--- src/ocld_attr_mem.sv ---
`timescale 1ns/10ps
package ocld_pkg;
  // apb map, byte addresses
  localparam logic [11:0] OCLD_CFG_OFF    = 12'h000;
  localparam logic [11:0] OCLD_STATUS_OFF = 12'h004;
  localparam logic [11:0] OCLD_MASK_OFF   = 12'h008;
  localparam logic [11:0] OCLD_LAST_OFF   = 12'h00C;
  localparam logic [11:0] OCLD_COUNT_OFF  = 12'h010;
  localparam logic [11:0] OCLD_TBL_BASE   = 12'h100;
  localparam logic [11:0] OCLD_TBL_LAST   = 12'h1FC;

  // cfg register fields
  localparam int OCLD_CFG_REL2_BIT    = 0;
  localparam int OCLD_CFG_SIMD_IMPL   = 1;
  localparam int OCLD_CFG_SIMD_EN     = 2;
  localparam int OCLD_CFG_DBG_IMPL    = 3;
  localparam int OCLD_CFG_EXT_IMPL    = 4;
  localparam int OCLD_CFG_COP_LSB     = 8;
  localparam int OCLD_CFG_W           = 12;
  localparam logic [11:0] OCLD_CFG_RST = 12'h002;

  // status / mask event bits
  localparam int OCLD_EV_RI   = 0;
  localparam int OCLD_EV_CPU  = 1;
  localparam int OCLD_EV_SIMD = 2;
  localparam int OCLD_EV_OBS  = 3;
  localparam int OCLD_EV_W    = 4;

  // last register layout
  localparam int OCLD_LAST_CAUSE_LSB = 8;

  // instruction fields
  localparam int OCLD_OP_HI  = 31;
  localparam int OCLD_OP_LO  = 26;
  localparam int OCLD_RS_HI  = 25;
  localparam int OCLD_RS_LO  = 21;
  localparam int OCLD_MIN_HI = 5;
  localparam int OCLD_MIN_LO = 0;

  localparam logic [5:0] OCLD_OP_COPROC_ONE = 6'h11;
  localparam logic [5:0] OCLD_OP_SIMD = 6'h1E;
  localparam logic [3:0] OCLD_COP_ROW = 4'h4;

  // valid simd minor opcodes, one bit per value
  localparam logic [63:0] OCLD_SIMD_MINOR_OK = 64'h0000_00FF_5E3F_E6C7;
  // simd branch rs values: 01011, 01111, 11000..11111
  localparam logic [31:0] OCLD_SIMD_BR_RS    = 32'hFF00_8800;

  // per-opcode attribute word
  localparam int OCLD_ATTR_W = 10;
  typedef struct packed {
    logic coproc;
    logic field_class;
    logic obsolete;
    logic rel2_only;
    logic app_ext;
    logic debug_op;
    logic partner;
    logic compat64;
    logic higher_level;
    logic reserved;
  } ocld_attr_type;

  typedef enum logic [3:0] {
    OCLD_CAUSE_NONE = 4'b0001,
    OCLD_CAUSE_RI   = 4'b0010,
    OCLD_CAUSE_CPU  = 4'b0100,
    OCLD_CAUSE_SIMD = 4'b1000
  } ocld_cause_type;

  typedef struct packed {
    logic           valid;
    logic [5:0]     opcode;
    logic           secondary;
    logic           simd_op;
    logic           simd_branch;
    logic           obsolete;
    logic           commit_ok;
    ocld_cause_type cause;
  } ocld_result_type;

  typedef struct packed {
    logic       kernel_mode;
    logic       debug_mode;
    logic       ux64_enable;
  } ocld_mode_type;
endpackage

// opcode attribute table, registered read, cleared by reset
module ocld_attr_mem
  import ocld_pkg::*;
(
  input  wire logic          pclk,
  input  wire logic          presetn,
  input  wire logic          wr_en,
  input  wire logic [5:0]    wr_addr,
  input  wire ocld_attr_type wr_data,
  input  wire logic [5:0]    rd_addr,
  output ocld_attr_type      rd_data_ff
);
  ocld_attr_type mem_ff [64];

  // one entry per opcode, all attribute bits clear until software marks them
  genvar gi;
  generate
    for (gi = 0; gi < 64; gi++) begin : g_entry
      always_ff @(posedge pclk or negedge presetn) begin
        if (!presetn) begin
          mem_ff[gi] <= '0;
        end else if (wr_en && (wr_addr == 6'(gi))) begin
          mem_ff[gi] <= wr_data;
        end
      end
    end
  endgenerate

  // read data from a register to line up with the fetch stage
  always_ff @(posedge pclk or negedge presetn) begin
    if (!presetn) begin
      rd_data_ff <= '0;
    end else begin
      rd_data_ff <= mem_ff[rd_addr];
    end
  end
endmodule // ocld_attr_mem

--- src/ocld_decoder.sv ---
`timescale 1ns/10ps
// What this block does
// - opcode is bits 31..29 as row and bits 28..26 as column.
// - reserved operation or field codes raise reserved instruction.
// - field class opcodes decode a further field before identifying the instruction.
// - encodings of a higher architecture level raise reserved instruction.
// - compat-restricted ops run in kernel, debug, or with 64-bit ops enabled.
// - otherwise reserved instruction, or coprocessor unusable for inaccessible coprocessor.
// - unused partner encodings: reserved instruction, or unusable if coprocessor inaccessible.
// - debug-support encodings raise reserved instruction when not implemented.
// - extension encodings raise reserved instruction when the extension is absent.
// - release 2 encodings run on release 2, raise reserved instruction on release 1.
// - simd ops under opcode 30, simd branches in opcode 17 by ten rs values.
// - reserved simd minor opcodes raise simd-disabled or reserved instruction.
module ocld_decoder
  import ocld_pkg::*;
(
  input  wire logic            pclk,
  input  wire logic            presetn,
  input  wire logic            psel,
  input  wire logic            penable,
  input  wire logic            pwrite,
  input  wire logic [11:0]     paddr,
  input  wire logic [31:0]     pwdata,
  output logic [31:0]          prdata,
  output logic                 pready,
  output logic                 pslverr,
  input  wire logic            instr_valid,
  input  wire logic [31:0]     instr_word,
  input  wire ocld_mode_type   core_mode,
  output ocld_result_type      dec_result,
  output logic                 irq
);
  logic [OCLD_CFG_W-1:0] cfg_ff;
  logic [OCLD_EV_W-1:0]  status_ff;
  logic [OCLD_EV_W-1:0]  mask_ff;
  logic [31:0]           last_ff;
  logic [31:0]           count_ff;
  logic [31:0]           prdata_ff;
  logic                  pready_ff;
  logic                  pslverr_ff;
  logic                  irq_ff;
  ocld_result_type       result_ff;
  logic                  s1_valid_ff;
  logic [31:0]           s1_word_ff;
  ocld_mode_type         s1_mode_ff;
  ocld_attr_type         s1_attr;
  ocld_result_type       nxt_result;
  logic [OCLD_EV_W-1:0]  ev_set;
  logic                  wr_access;
  logic                  tbl_hit;
  logic                  tbl_wr;

  // table window decode, used by write and error paths
  function automatic logic is_tbl(input logic [11:0] a);
    return (a >= OCLD_TBL_BASE) && (a <= OCLD_TBL_LAST) && (a[1:0] == 2'b00);
  endfunction

  function automatic logic is_mapped(input logic [11:0] a);
    return is_tbl(a) || (a == OCLD_CFG_OFF) || (a == OCLD_STATUS_OFF) ||
           (a == OCLD_MASK_OFF) || (a == OCLD_LAST_OFF) || (a == OCLD_COUNT_OFF);
  endfunction

  // coprocessor fault choice shared by compat and partner cases
  function automatic ocld_cause_type cop_cause(input logic is_cop, input logic cop_ok);
    return (is_cop && !cop_ok) ? OCLD_CAUSE_CPU : OCLD_CAUSE_RI;
  endfunction

  assign tbl_hit   = is_tbl(paddr);
  assign wr_access = psel && penable && pready_ff && pwrite;
  assign tbl_wr    = wr_access && tbl_hit;

  ocld_attr_mem u_attr_mem (
    .pclk       (pclk),
    .presetn    (presetn),
    .wr_en      (tbl_wr),
    .wr_addr    (paddr[7:2]),
    .wr_data    (ocld_attr_type'(pwdata[OCLD_ATTR_W-1:0])),
    .rd_addr    (instr_word[OCLD_OP_HI:OCLD_OP_LO]),
    .rd_data_ff (s1_attr)
  );

  // fetch stage capture, aligned with the registered table read
  always_ff @(posedge pclk or negedge presetn) begin
    if (!presetn) begin
      s1_valid_ff <= 1'b0;
      s1_word_ff  <= 32'h0000_0000;
      s1_mode_ff  <= '0;
    end else begin
      s1_valid_ff <= instr_valid;
      s1_word_ff  <= instr_word;
      s1_mode_ff  <= core_mode;
    end
  end

  // legality decision; the first matching fault wins so only one cause is ever reported
  always_comb begin
    logic [5:0]     op;
    logic [4:0]     rs;
    logic [5:0]     minor;
    logic [1:0]     cop_num;
    logic           cop_ok;
    logic           mode_ok;
    logic           is_simd;
    logic           is_cp_one;
    ocld_cause_type cause;
    op          = s1_word_ff[OCLD_OP_HI:OCLD_OP_LO];
    rs          = s1_word_ff[OCLD_RS_HI:OCLD_RS_LO];
    minor       = s1_word_ff[OCLD_MIN_HI:OCLD_MIN_LO];
    cop_num     = op[1:0];
    cop_ok      = cfg_ff[OCLD_CFG_COP_LSB + 32'(cop_num)];
    mode_ok     = s1_mode_ff.kernel_mode || s1_mode_ff.debug_mode ||
                  s1_mode_ff.ux64_enable;
    is_simd     = (op == OCLD_OP_SIMD);
    is_cp_one   = (op == OCLD_OP_COPROC_ONE);
    cause       = OCLD_CAUSE_NONE;
    nxt_result  = '0;
    nxt_result.valid       = s1_valid_ff;
    nxt_result.opcode      = op;
    nxt_result.obsolete    = s1_attr.obsolete;
    // class entries look at a second field before naming the instruction
    nxt_result.secondary   = s1_attr.field_class || is_simd || is_cp_one;
    nxt_result.simd_op     = is_simd;
    nxt_result.simd_branch = is_cp_one && OCLD_SIMD_BR_RS[rs];
    if (s1_attr.reserved) begin
      cause = OCLD_CAUSE_RI;
    end else if (s1_attr.higher_level) begin
      cause = OCLD_CAUSE_RI;
    end else if (s1_attr.rel2_only && !cfg_ff[OCLD_CFG_REL2_BIT]) begin
      cause = OCLD_CAUSE_RI;
    end else if (s1_attr.app_ext && !cfg_ff[OCLD_CFG_EXT_IMPL]) begin
      cause = OCLD_CAUSE_RI;
    end else if (s1_attr.debug_op && !cfg_ff[OCLD_CFG_DBG_IMPL]) begin
      cause = OCLD_CAUSE_RI;
    end else if (s1_attr.compat64 && !mode_ok) begin
      cause = cop_cause(s1_attr.coproc, cop_ok);
    end else if (s1_attr.partner) begin
      cause = cop_cause(s1_attr.coproc, cop_ok);
    end else if (is_simd) begin
      // reserved minors follow the same enable split as the valid ones
      if (!cfg_ff[OCLD_CFG_SIMD_IMPL]) begin
        cause = OCLD_CAUSE_RI;
      end else if (!cfg_ff[OCLD_CFG_SIMD_EN]) begin
        cause = OCLD_CAUSE_SIMD;
      end else if (!OCLD_SIMD_MINOR_OK[minor]) begin
        cause = OCLD_CAUSE_RI;
      end
    end else if (nxt_result.simd_branch) begin
      if (!cop_ok) begin
        cause = OCLD_CAUSE_CPU;
      end else if (!cfg_ff[OCLD_CFG_SIMD_IMPL]) begin
        cause = OCLD_CAUSE_RI;
      end else if (!cfg_ff[OCLD_CFG_SIMD_EN]) begin
        cause = OCLD_CAUSE_SIMD;
      end
    end else if (s1_attr.coproc && (op[5:2] == OCLD_COP_ROW) && !cop_ok) begin
      cause = OCLD_CAUSE_CPU;
    end
    nxt_result.cause     = cause;
    // a faulting instruction must not write registers or memory
    nxt_result.commit_ok = s1_valid_ff && (cause == OCLD_CAUSE_NONE);
  end

  // result register toward execution and exception logic
  always_ff @(posedge pclk or negedge presetn) begin
    if (!presetn) begin
      result_ff <= '{cause: OCLD_CAUSE_NONE, default: '0};
    end else begin
      result_ff <= nxt_result;
    end
  end

  // events of this cycle, only for valid instructions
  always_comb begin
    ev_set               = '0;
    ev_set[OCLD_EV_RI]   = nxt_result.valid && (nxt_result.cause == OCLD_CAUSE_RI);
    ev_set[OCLD_EV_CPU]  = nxt_result.valid && (nxt_result.cause == OCLD_CAUSE_CPU);
    ev_set[OCLD_EV_SIMD] = nxt_result.valid && (nxt_result.cause == OCLD_CAUSE_SIMD);
    ev_set[OCLD_EV_OBS]  = nxt_result.valid && nxt_result.obsolete;
  end

  // sticky status, write one to clear; a same-cycle event beats the clear
  always_ff @(posedge pclk or negedge presetn) begin
    if (!presetn) begin
      status_ff <= '0;
    end else if (wr_access && (paddr == OCLD_STATUS_OFF)) begin
      status_ff <= (status_ff & ~pwdata[OCLD_EV_W-1:0]) | ev_set;
    end else begin
      status_ff <= status_ff | ev_set;
    end
  end

  // configuration and mask, written by software
  always_ff @(posedge pclk or negedge presetn) begin
    if (!presetn) begin
      cfg_ff  <= OCLD_CFG_RST;
      mask_ff <= '0;
    end else if (wr_access) begin
      if (paddr == OCLD_CFG_OFF) begin
        cfg_ff <= pwdata[OCLD_CFG_W-1:0];
      end
      if (paddr == OCLD_MASK_OFF) begin
        mask_ff <= pwdata[OCLD_EV_W-1:0];
      end
    end
  end

  // last faulting opcode and cause, plus a running fault count
  always_ff @(posedge pclk or negedge presetn) begin
    if (!presetn) begin
      last_ff  <= 32'h0000_0000;
      count_ff <= 32'h0000_0000;
    end else if (nxt_result.valid && (nxt_result.cause != OCLD_CAUSE_NONE)) begin
      last_ff  <= {20'h0_0000, nxt_result.cause, 2'b00, nxt_result.opcode};
      count_ff <= count_ff + 32'h0000_0001;
    end else if (wr_access && (paddr == OCLD_COUNT_OFF)) begin
      count_ff <= 32'h0000_0000;
    end
  end

  // level interrupt, registered so the pin is glitch free
  always_ff @(posedge pclk or negedge presetn) begin
    if (!presetn) begin
      irq_ff <= 1'b0;
    end else begin
      irq_ff <= |(status_ff & mask_ff);
    end
  end

  // apb slave: data and ready prepared in setup, so every access has one access cycle
  always_ff @(posedge pclk or negedge presetn) begin
    if (!presetn) begin
      pready_ff  <= 1'b0;
      pslverr_ff <= 1'b0;
      prdata_ff  <= 32'h0000_0000;
    end else begin
      pready_ff  <= psel && !penable;
      pslverr_ff <= psel && !penable && !is_mapped(paddr);
      prdata_ff  <= 32'h0000_0000;
      if (psel && !penable && !pwrite) begin
        // table entries are write-only; reading them returns zero
        case (paddr)
          OCLD_CFG_OFF:    prdata_ff <= 32'(cfg_ff);
          OCLD_STATUS_OFF: prdata_ff <= 32'(status_ff);
          OCLD_MASK_OFF:   prdata_ff <= 32'(mask_ff);
          OCLD_LAST_OFF:   prdata_ff <= last_ff;
          OCLD_COUNT_OFF:  prdata_ff <= count_ff;
          default:         prdata_ff <= 32'h0000_0000;
        endcase
      end
    end
  end

  assign prdata     = prdata_ff;
  assign pready     = pready_ff;
  assign pslverr    = pslverr_ff;
  assign irq        = irq_ff;
  assign dec_result = result_ff;
endmodule // ocld_decoder

--- config.mk ---
export PLATFORM = sky130hd
export DESIGN_NAME = ocld_decoder
export DESIGN_NICKNAME = d
export VERILOG_FILES = /design/src/ocld_attr_mem.sv /design/src/ocld_decoder.sv
export SDC_FILE = /design/constraint.sdc
export NUM_CORES = 1
export LEC_CHECK = 0
export BUFFER_PORTS_ARGS = -buffer_cell sky130_fd_sc_hd__buf_2
export CAP_MARGIN = 10
export CORE_MARGIN = 2
export CORE_UTILIZATION = 60
export CTS_CLUSTER_SIZE = 30
export DETAILED_ROUTE_END_ITERATION = 12
export PLACE_DENSITY = 0.86
export RECOVER_POWER = 25
export SLEW_MARGIN = 20
export SYNTH_ARGS = -nofsm -noshare
export SYNTH_HDL_FRONTEND = slang
export SYNTH_HIERARCHICAL = 1
export SYNTH_SLANG_ARGS = --single-unit
--- constraint.sdc ---
create_clock -name pclk -period 3.9 [get_ports pclk]
set_input_delay 0.78 -clock pclk [delete_from_list [all_inputs] [get_ports pclk]]
set_output_delay 0.78 -clock pclk [all_outputs]
set_load 0.01 [all_outputs]
Word level (Yosys, flattened, before mapping). Memories as Yosys holds them, arrays and structs flattened. Cells that the tools add are included.

Add/subtract/negate cells: 2. Magnitude comparators: 6. Equality and inequality tests: 75. Muxes and demuxes: 29. Bitwise operators: 6. Reduce and logical (&&, ||, !) cells: 113.

Operators by type and width (count): 6-bit equality test, second input constant (32); 32-bit case mux with 5 select lines (1); 6-bit by 5-bit equality test with 1-bit output, second input constant (18); 32-bit two-way mux (3); 1-bit logical AND (89); 10-bit binary-select mux with 6-bit select (1); 4-bit two-way mux (15); 6-bit by 4-bit equality test with 1-bit output, second input constant (8); 32-bit by 1-bit adder with 32-bit output, second input constant (1); 12-bit by 4-bit equality test with 1-bit output, second input constant (2); 6-bit by 3-bit equality test with 1-bit output, second input constant (4); 10-bit two-way mux (2); 12-bit by 3-bit equality test with 1-bit output, second input constant (1); 12-bit by 5-bit equality test with 1-bit output, second input constant (1); 6-bit by 2-bit equality test with 1-bit output, second input constant (2); 12-bit by 9-bit >= comparator with 1-bit output, second input constant (1); 12-bit by 9-bit <= comparator with 1-bit output, second input constant (1); 12-bit logical NOT (1); 1-bit logical OR (9); 4-bit bitwise AND (2); 4-bit by 3-bit equality test with 1-bit output, second input constant (2); 1-bit logical NOT (8); 4-bit OR (2); 7-bit >= comparator, second input constant (1); 20 further kinds (24).

Bits in registers: 799. Memory bits (read-only): 96. Input port bits: 85. Output and inout bits: 51. Word-level logic and storage cells: 905. Memories: 2.

Memories: (name not given) (depth 64, bits a word 1, read ports 1, clocked after memory_dff 0, wr ports 0, RTL line ocld_decoder.sv:145) `end else if (!OCLD_SIMD_MINOR_OK[minor]) begin`; (name not given) (depth 32, bits a word 1, read ports 1, clocked after memory_dff 0, wr ports 0, RTL line ocld_decoder.sv:124) `nxt_result.simd_branch = is_cp_one && OCLD_SIMD_BR_RS[rs];`.

Longest topological paths before layout.
Depth after elaboration: 19. Depth in mapped cells: 11. Gate-level depth less buffers: 9.

Cells and area by module. Netlist, hierarchy kept.

By module, submodules not included: ocld_attr_mem (instances 1, cells each 1836, area an instance 29425.7 um^2, sequential area each 16265.6 um^2); ocld_decoder (instances 1, cells each 489, area an instance 5629.1 um^2, sequential area each 3330.7 um^2).

Least setup slack after synthesis. No wires, ideal clock.

Kind: input-to-reg. Start point: input port paddr[0]. End point: register u_attr_mem/mem_ff[480] (netlist name). Library setup time: 125 ps. Data arrival time: 3034 ps. Data required time: 3775 ps. Setup slack: 742 ps. Stages on the path: 7. Buffers on the path: 1. Path through: or4_1 nor2_1 and3_1 or3b_2 buf_2 nor2_2 mux2_2.

Word-level cells in the longest chain between the ends: 5. Elaborated cells between the ends (all ways): 7. Classes of those cells: order compare: 2; reduce/logical: 5.

Ends and longest elaborated chain: start, declared (RTL line ocld_decoder.sv:23) `input wire logic [11:0] paddr,`; 12-bit by 9-bit >= comparator with 1-bit output / 12-bit by 9-bit <= comparator with 1-bit output (equally long branches) (RTL line ocld_decoder.sv:56) `return (a >= OCLD_TBL_BASE) && (a <= OCLD_TBL_LAST) && (a[1:0] == 2'b00);`; 1-bit logical AND (RTL line ocld_decoder.sv:56); 1-bit logical AND (*) (RTL line ocld_decoder.sv:56); 1-bit logical AND (*) (RTL line ocld_decoder.sv:71) `assign tbl_wr = wr_access && tbl_hit;`; net tbl_wr (RTL line ocld_decoder.sv:52) `logic tbl_wr;`; 1-bit logical AND (*) (RTL line ocld_attr_mem.sv:110) `end else if (wr_en && (wr_addr == 6'(gi))) begin`; end signal, assigned by index (RTL line ocld_attr_mem.sv:111) `mem_ff[gi] <= wr_data;`; end, declared (RTL line ocld_attr_mem.sv:101) `ocld_attr_type mem_ff [64];`.

Mark *: on every way through the listed nets, which the timed path passes. The rest lies on a longest branch. A chain may end at the register's enable or synchronous reset.

Final worst setup path.
Start point: input port instr_word[29]. End point: register u_attr_mem/rd_data_ff[3] (netlist name).

Word-level cells in the longest chain between the ends: 4.

Ends and longest elaborated chain: start, declared (RTL line ocld_decoder.sv:29) `input wire logic [31:0] instr_word,`; 6-bit inverter with 7-bit output (not written as such) (RTL line ocld_attr_mem.sv:122) `rd_data_ff <= mem_ff[rd_addr];`; 10-bit binary-select mux with 6-bit select (RTL line ocld_attr_mem.sv:122); 10-bit two-way mux (not written as such) (2 in a row) (RTL line ocld_attr_mem.sv:122); end signal, assigned (RTL line ocld_attr_mem.sv:122); end, declared (RTL line ocld_attr_mem.sv:99) `output ocld_attr_type rd_data_ff`.

No other way between the ends. The select of a mux whose other input is x is not followed.

==> metrics <==
clock slew at reported path FFs 60 ps; wire per inst 26.3 um; Syn. warnings 6; Total Wirelength 85,800 um; clk_lat worst skew 640 ps; Synth Cell Area 35,100 sq um; post-synthesis compound-gate area fraction 3.36%; fraction of synthesized area in multiplexers 33.2%; unrepaired setup endpoints after global routing no; most common cell after layout, fill and taps aside dfrtp_1; post-detail-place hpwl 55,100 um; Seq pwr share 49.7%; final antenna-violating net count 0; crit path DAT 3650 ps; final core utilization 68.0%; clock share of power 44.8%; routed vias/inst 6.62; Least-Margin Pin Slew 2530 ps; failing checks capacitance limit, slew limit; post-CTS resize count 0; DRC errors left 0; Crit Path Class input pin to flip-flop; register-to-register setup slack 990 ps; Fin Hold WS 255 ps; GRT Util Overall 29.3%; EDFF count, synth 0; fraction of layout cells with a size suffix above 1 46.9%; Post-Syn Instances 2,325; Logic pwr share 5.5%; crit path max fanout 22; setup_tns 0 ps; die area 60,400 sq um; fin crit period 3210 ps; initial antenna violation count 4; Sink Count 783; post-synth net total 2,413; first-pass GRT wire length 135,000 um; # port buffers 99; Synth Flop Type dfrtp_1; gpl congestion 0.988; Synth Area in Simple Gates 5.23%; clock root cell clkbuf_16; period utilisation layout 82.3%; Worst Skew 31.5 ps; CTS Buf Count 79; Final Hold Fails 0; Mapped Avg Cell Area 15.1 sq um; hold buffer count at cts 0; GRT overflow 0; Power Density 426 nW/um^2; Die Wd 246 um; Int Power 12,800 uW; CTS tree done; DRT Pass-1 Iters 6; CP startpoint kind input pin; f_max 312 MHz; Max Cap Viol 2; status complete, but fails checks; register area share after synthesis 55.9%; Worst Hold Class input pin to flip-flop; CP Capture Type flip-flop; Rows 88; 1st-iter DRT viols 2,161; Die H 246 um; slew margin rel. -68.8%; postcts setup bufs 0; Switching Power 3920 uW; Sw Share 23.5%; commonest non-fill, non-tap cells in the layout 781 x dfrtp_1, 661 x mux2_2, 161 x mux4_2, 90 x buf_2, 89 x nand2_1; Slew Limit Fails 103; area grow syn2layout 12.0%; adder-cell area share of the yosys netlist 0.107%; total core area 57,700 sq um; register bit total from synthesis 783; main combinational cell family by area after synthesis multiplexers; number of global-route vias before repair 23,400; CTS HTree Levels 3; peak supply drop 0.000404 V; largest net degree at the start of global routing 108; Post-Synth XOR/XNOR Area 0.0500%; Req. time, crit path 4340 ps; io pins 136; Final #Nets 2,522; maximum clock path buffer count 3; starting density of the core 60.8%; synth unique cells 69; DR vias 21,600; # setup viols final 0; asr flop ratio synth 100%; Leak Pwr 0.0195 uW
metal layers:
layer  track usage [%]  up-vias  part of all wire [%]
li1                  -     8945                     -
met1              37.4    11400                    38
met2              48.6     1005                    49
met3              7.24      248                   8.2
met4              11.5        8                   4.0
met5                 0        -                 0.057
power by group through the flow:
stage	Clock [uW]	Combinational [uW]	Sequential [uW]
after floorplan	0	476	8420
after global placement	0	863	8450
after detailed placement	0	897	8450
after CTS	7580	909	8300
after global routing	7950	991	8310
final	7490	911	8310
synth_stat cells (5+ instances only):
cell type	n	share of area, %
a22oi_1	18	0.39
clkbuf_1	88	0.94
a211o_1	16	0.40
buf_1	12	0.13
o21ai_1	10	0.14
mux4_2	161	10
nor4_1	7	0.12
mux2i_1	51	1.5
or2_2	6	0.11
nand3_1	24	0.34
nor2_4	9	0.29
mux2_2	661	21
o21ai_0	10	0.14
nand2_1	89	0.95
inv_1	10	0.11
nor3_1	28	0.40
nand2b_1	15	0.27
buf_6	7	0.22
a21oi_1	23	0.33
and2_1	5	0.089
nand4_1	8	0.14
and3_1	46	0.82
a22o_1	11	0.27
nand2_2	12	0.21
o22ai_1	18	0.32
nor2_2	12	0.21
nor2_1	38	0.41
or2_1	5	0.089
a222oi_1	11	0.31
a211oi_1	9	0.19
o221ai_1	8	0.20
buf_4	10	0.21
buf_2	39	0.56
and4_1	5	0.12
dfrtp_1	781	56
a21o_1	9	0.19
through the flow:
step	instances	power [uW]	setup WS, ps	instance area (sq um)
global route	3266	17300	625	39200
global placement	3118	9310	429	36700
floorplan	2325	8900	742	35100
CTS	3266	16800	989	39300
finish	3267	16700	691	39300
detailed placement	3118	9350	359	36700
critical path, stage by stage:
cell	delay, ps
clkbuf_1	1090
nor2_1	460
nand2_1	290
o22ai_1	170
o41ai_1	840
area by class of cell:
| cell class | count | area, sq um |
|---|---|---|
| Sequential cell | 783 | 19600 |
| Fill cell | 3675 | 18400 |
| Multi-Input combinational cell | 1375 | 14700 |
| Clock buffer | 125 | 2390 |
| Timing Repair Buffer | 185 | 1370 |
| Tap cell | 765 | 957 |
| Clock inverter | 23 | 208 |
| Inverter | 10 | 37.5 |
| Antenna cell | 1 | 2.50 |
cells by family after synthesis:
kind of cell,count (synthesis)
multiplexers,877
flip-flops,783
AND/OR/NAND/NOR,332
buffers and inverters,167
AO/OA/AOI/OAI,161
adder cells (fa/ha/maj),3
XOR/XNOR,2
flip-flops by register name, indices dropped and copies added, names as in the netlist:
| name | count |
|---|---|
| irq | 1 |
| status_ff | 4 |
| s1_valid_ff | 1 |
| u_attr_mem/rd_data_ff | 10 |
| mask_ff | 4 |
| pslverr | 1 |
| s1_word_ff | 16 |
| dec_result | 16 |
| pready | 1 |
| last_ff | 10 |
| s1_mode_ff | 3 |
| cfg_ff | 12 |
| count_ff | 32 |
| u_attr_mem/mem_ff | 640 |
| prdata | 32 |
final timing paths:
path                                       endpoint                      from  cells past startpoint
setup / recovery           u_attr_mem/rd_data_ff[3]            instr_word[29]                      5
hold / removal                       s1_word_ff[21]            instr_word[21]                      1
setup reg to reg                        count_ff[9]  u_attr_mem/rd_data_ff[2]                      7
hold reg to reg                      dec_result[14]            s1_word_ff[31]                      0
max in group asynchronous    u_attr_mem/mem_ff[151]                   presetn                      2
min in group asynchronous    u_attr_mem/mem_ff[118]                   presetn                      1
Note: power is estimated with default switching activity, not from simulation.
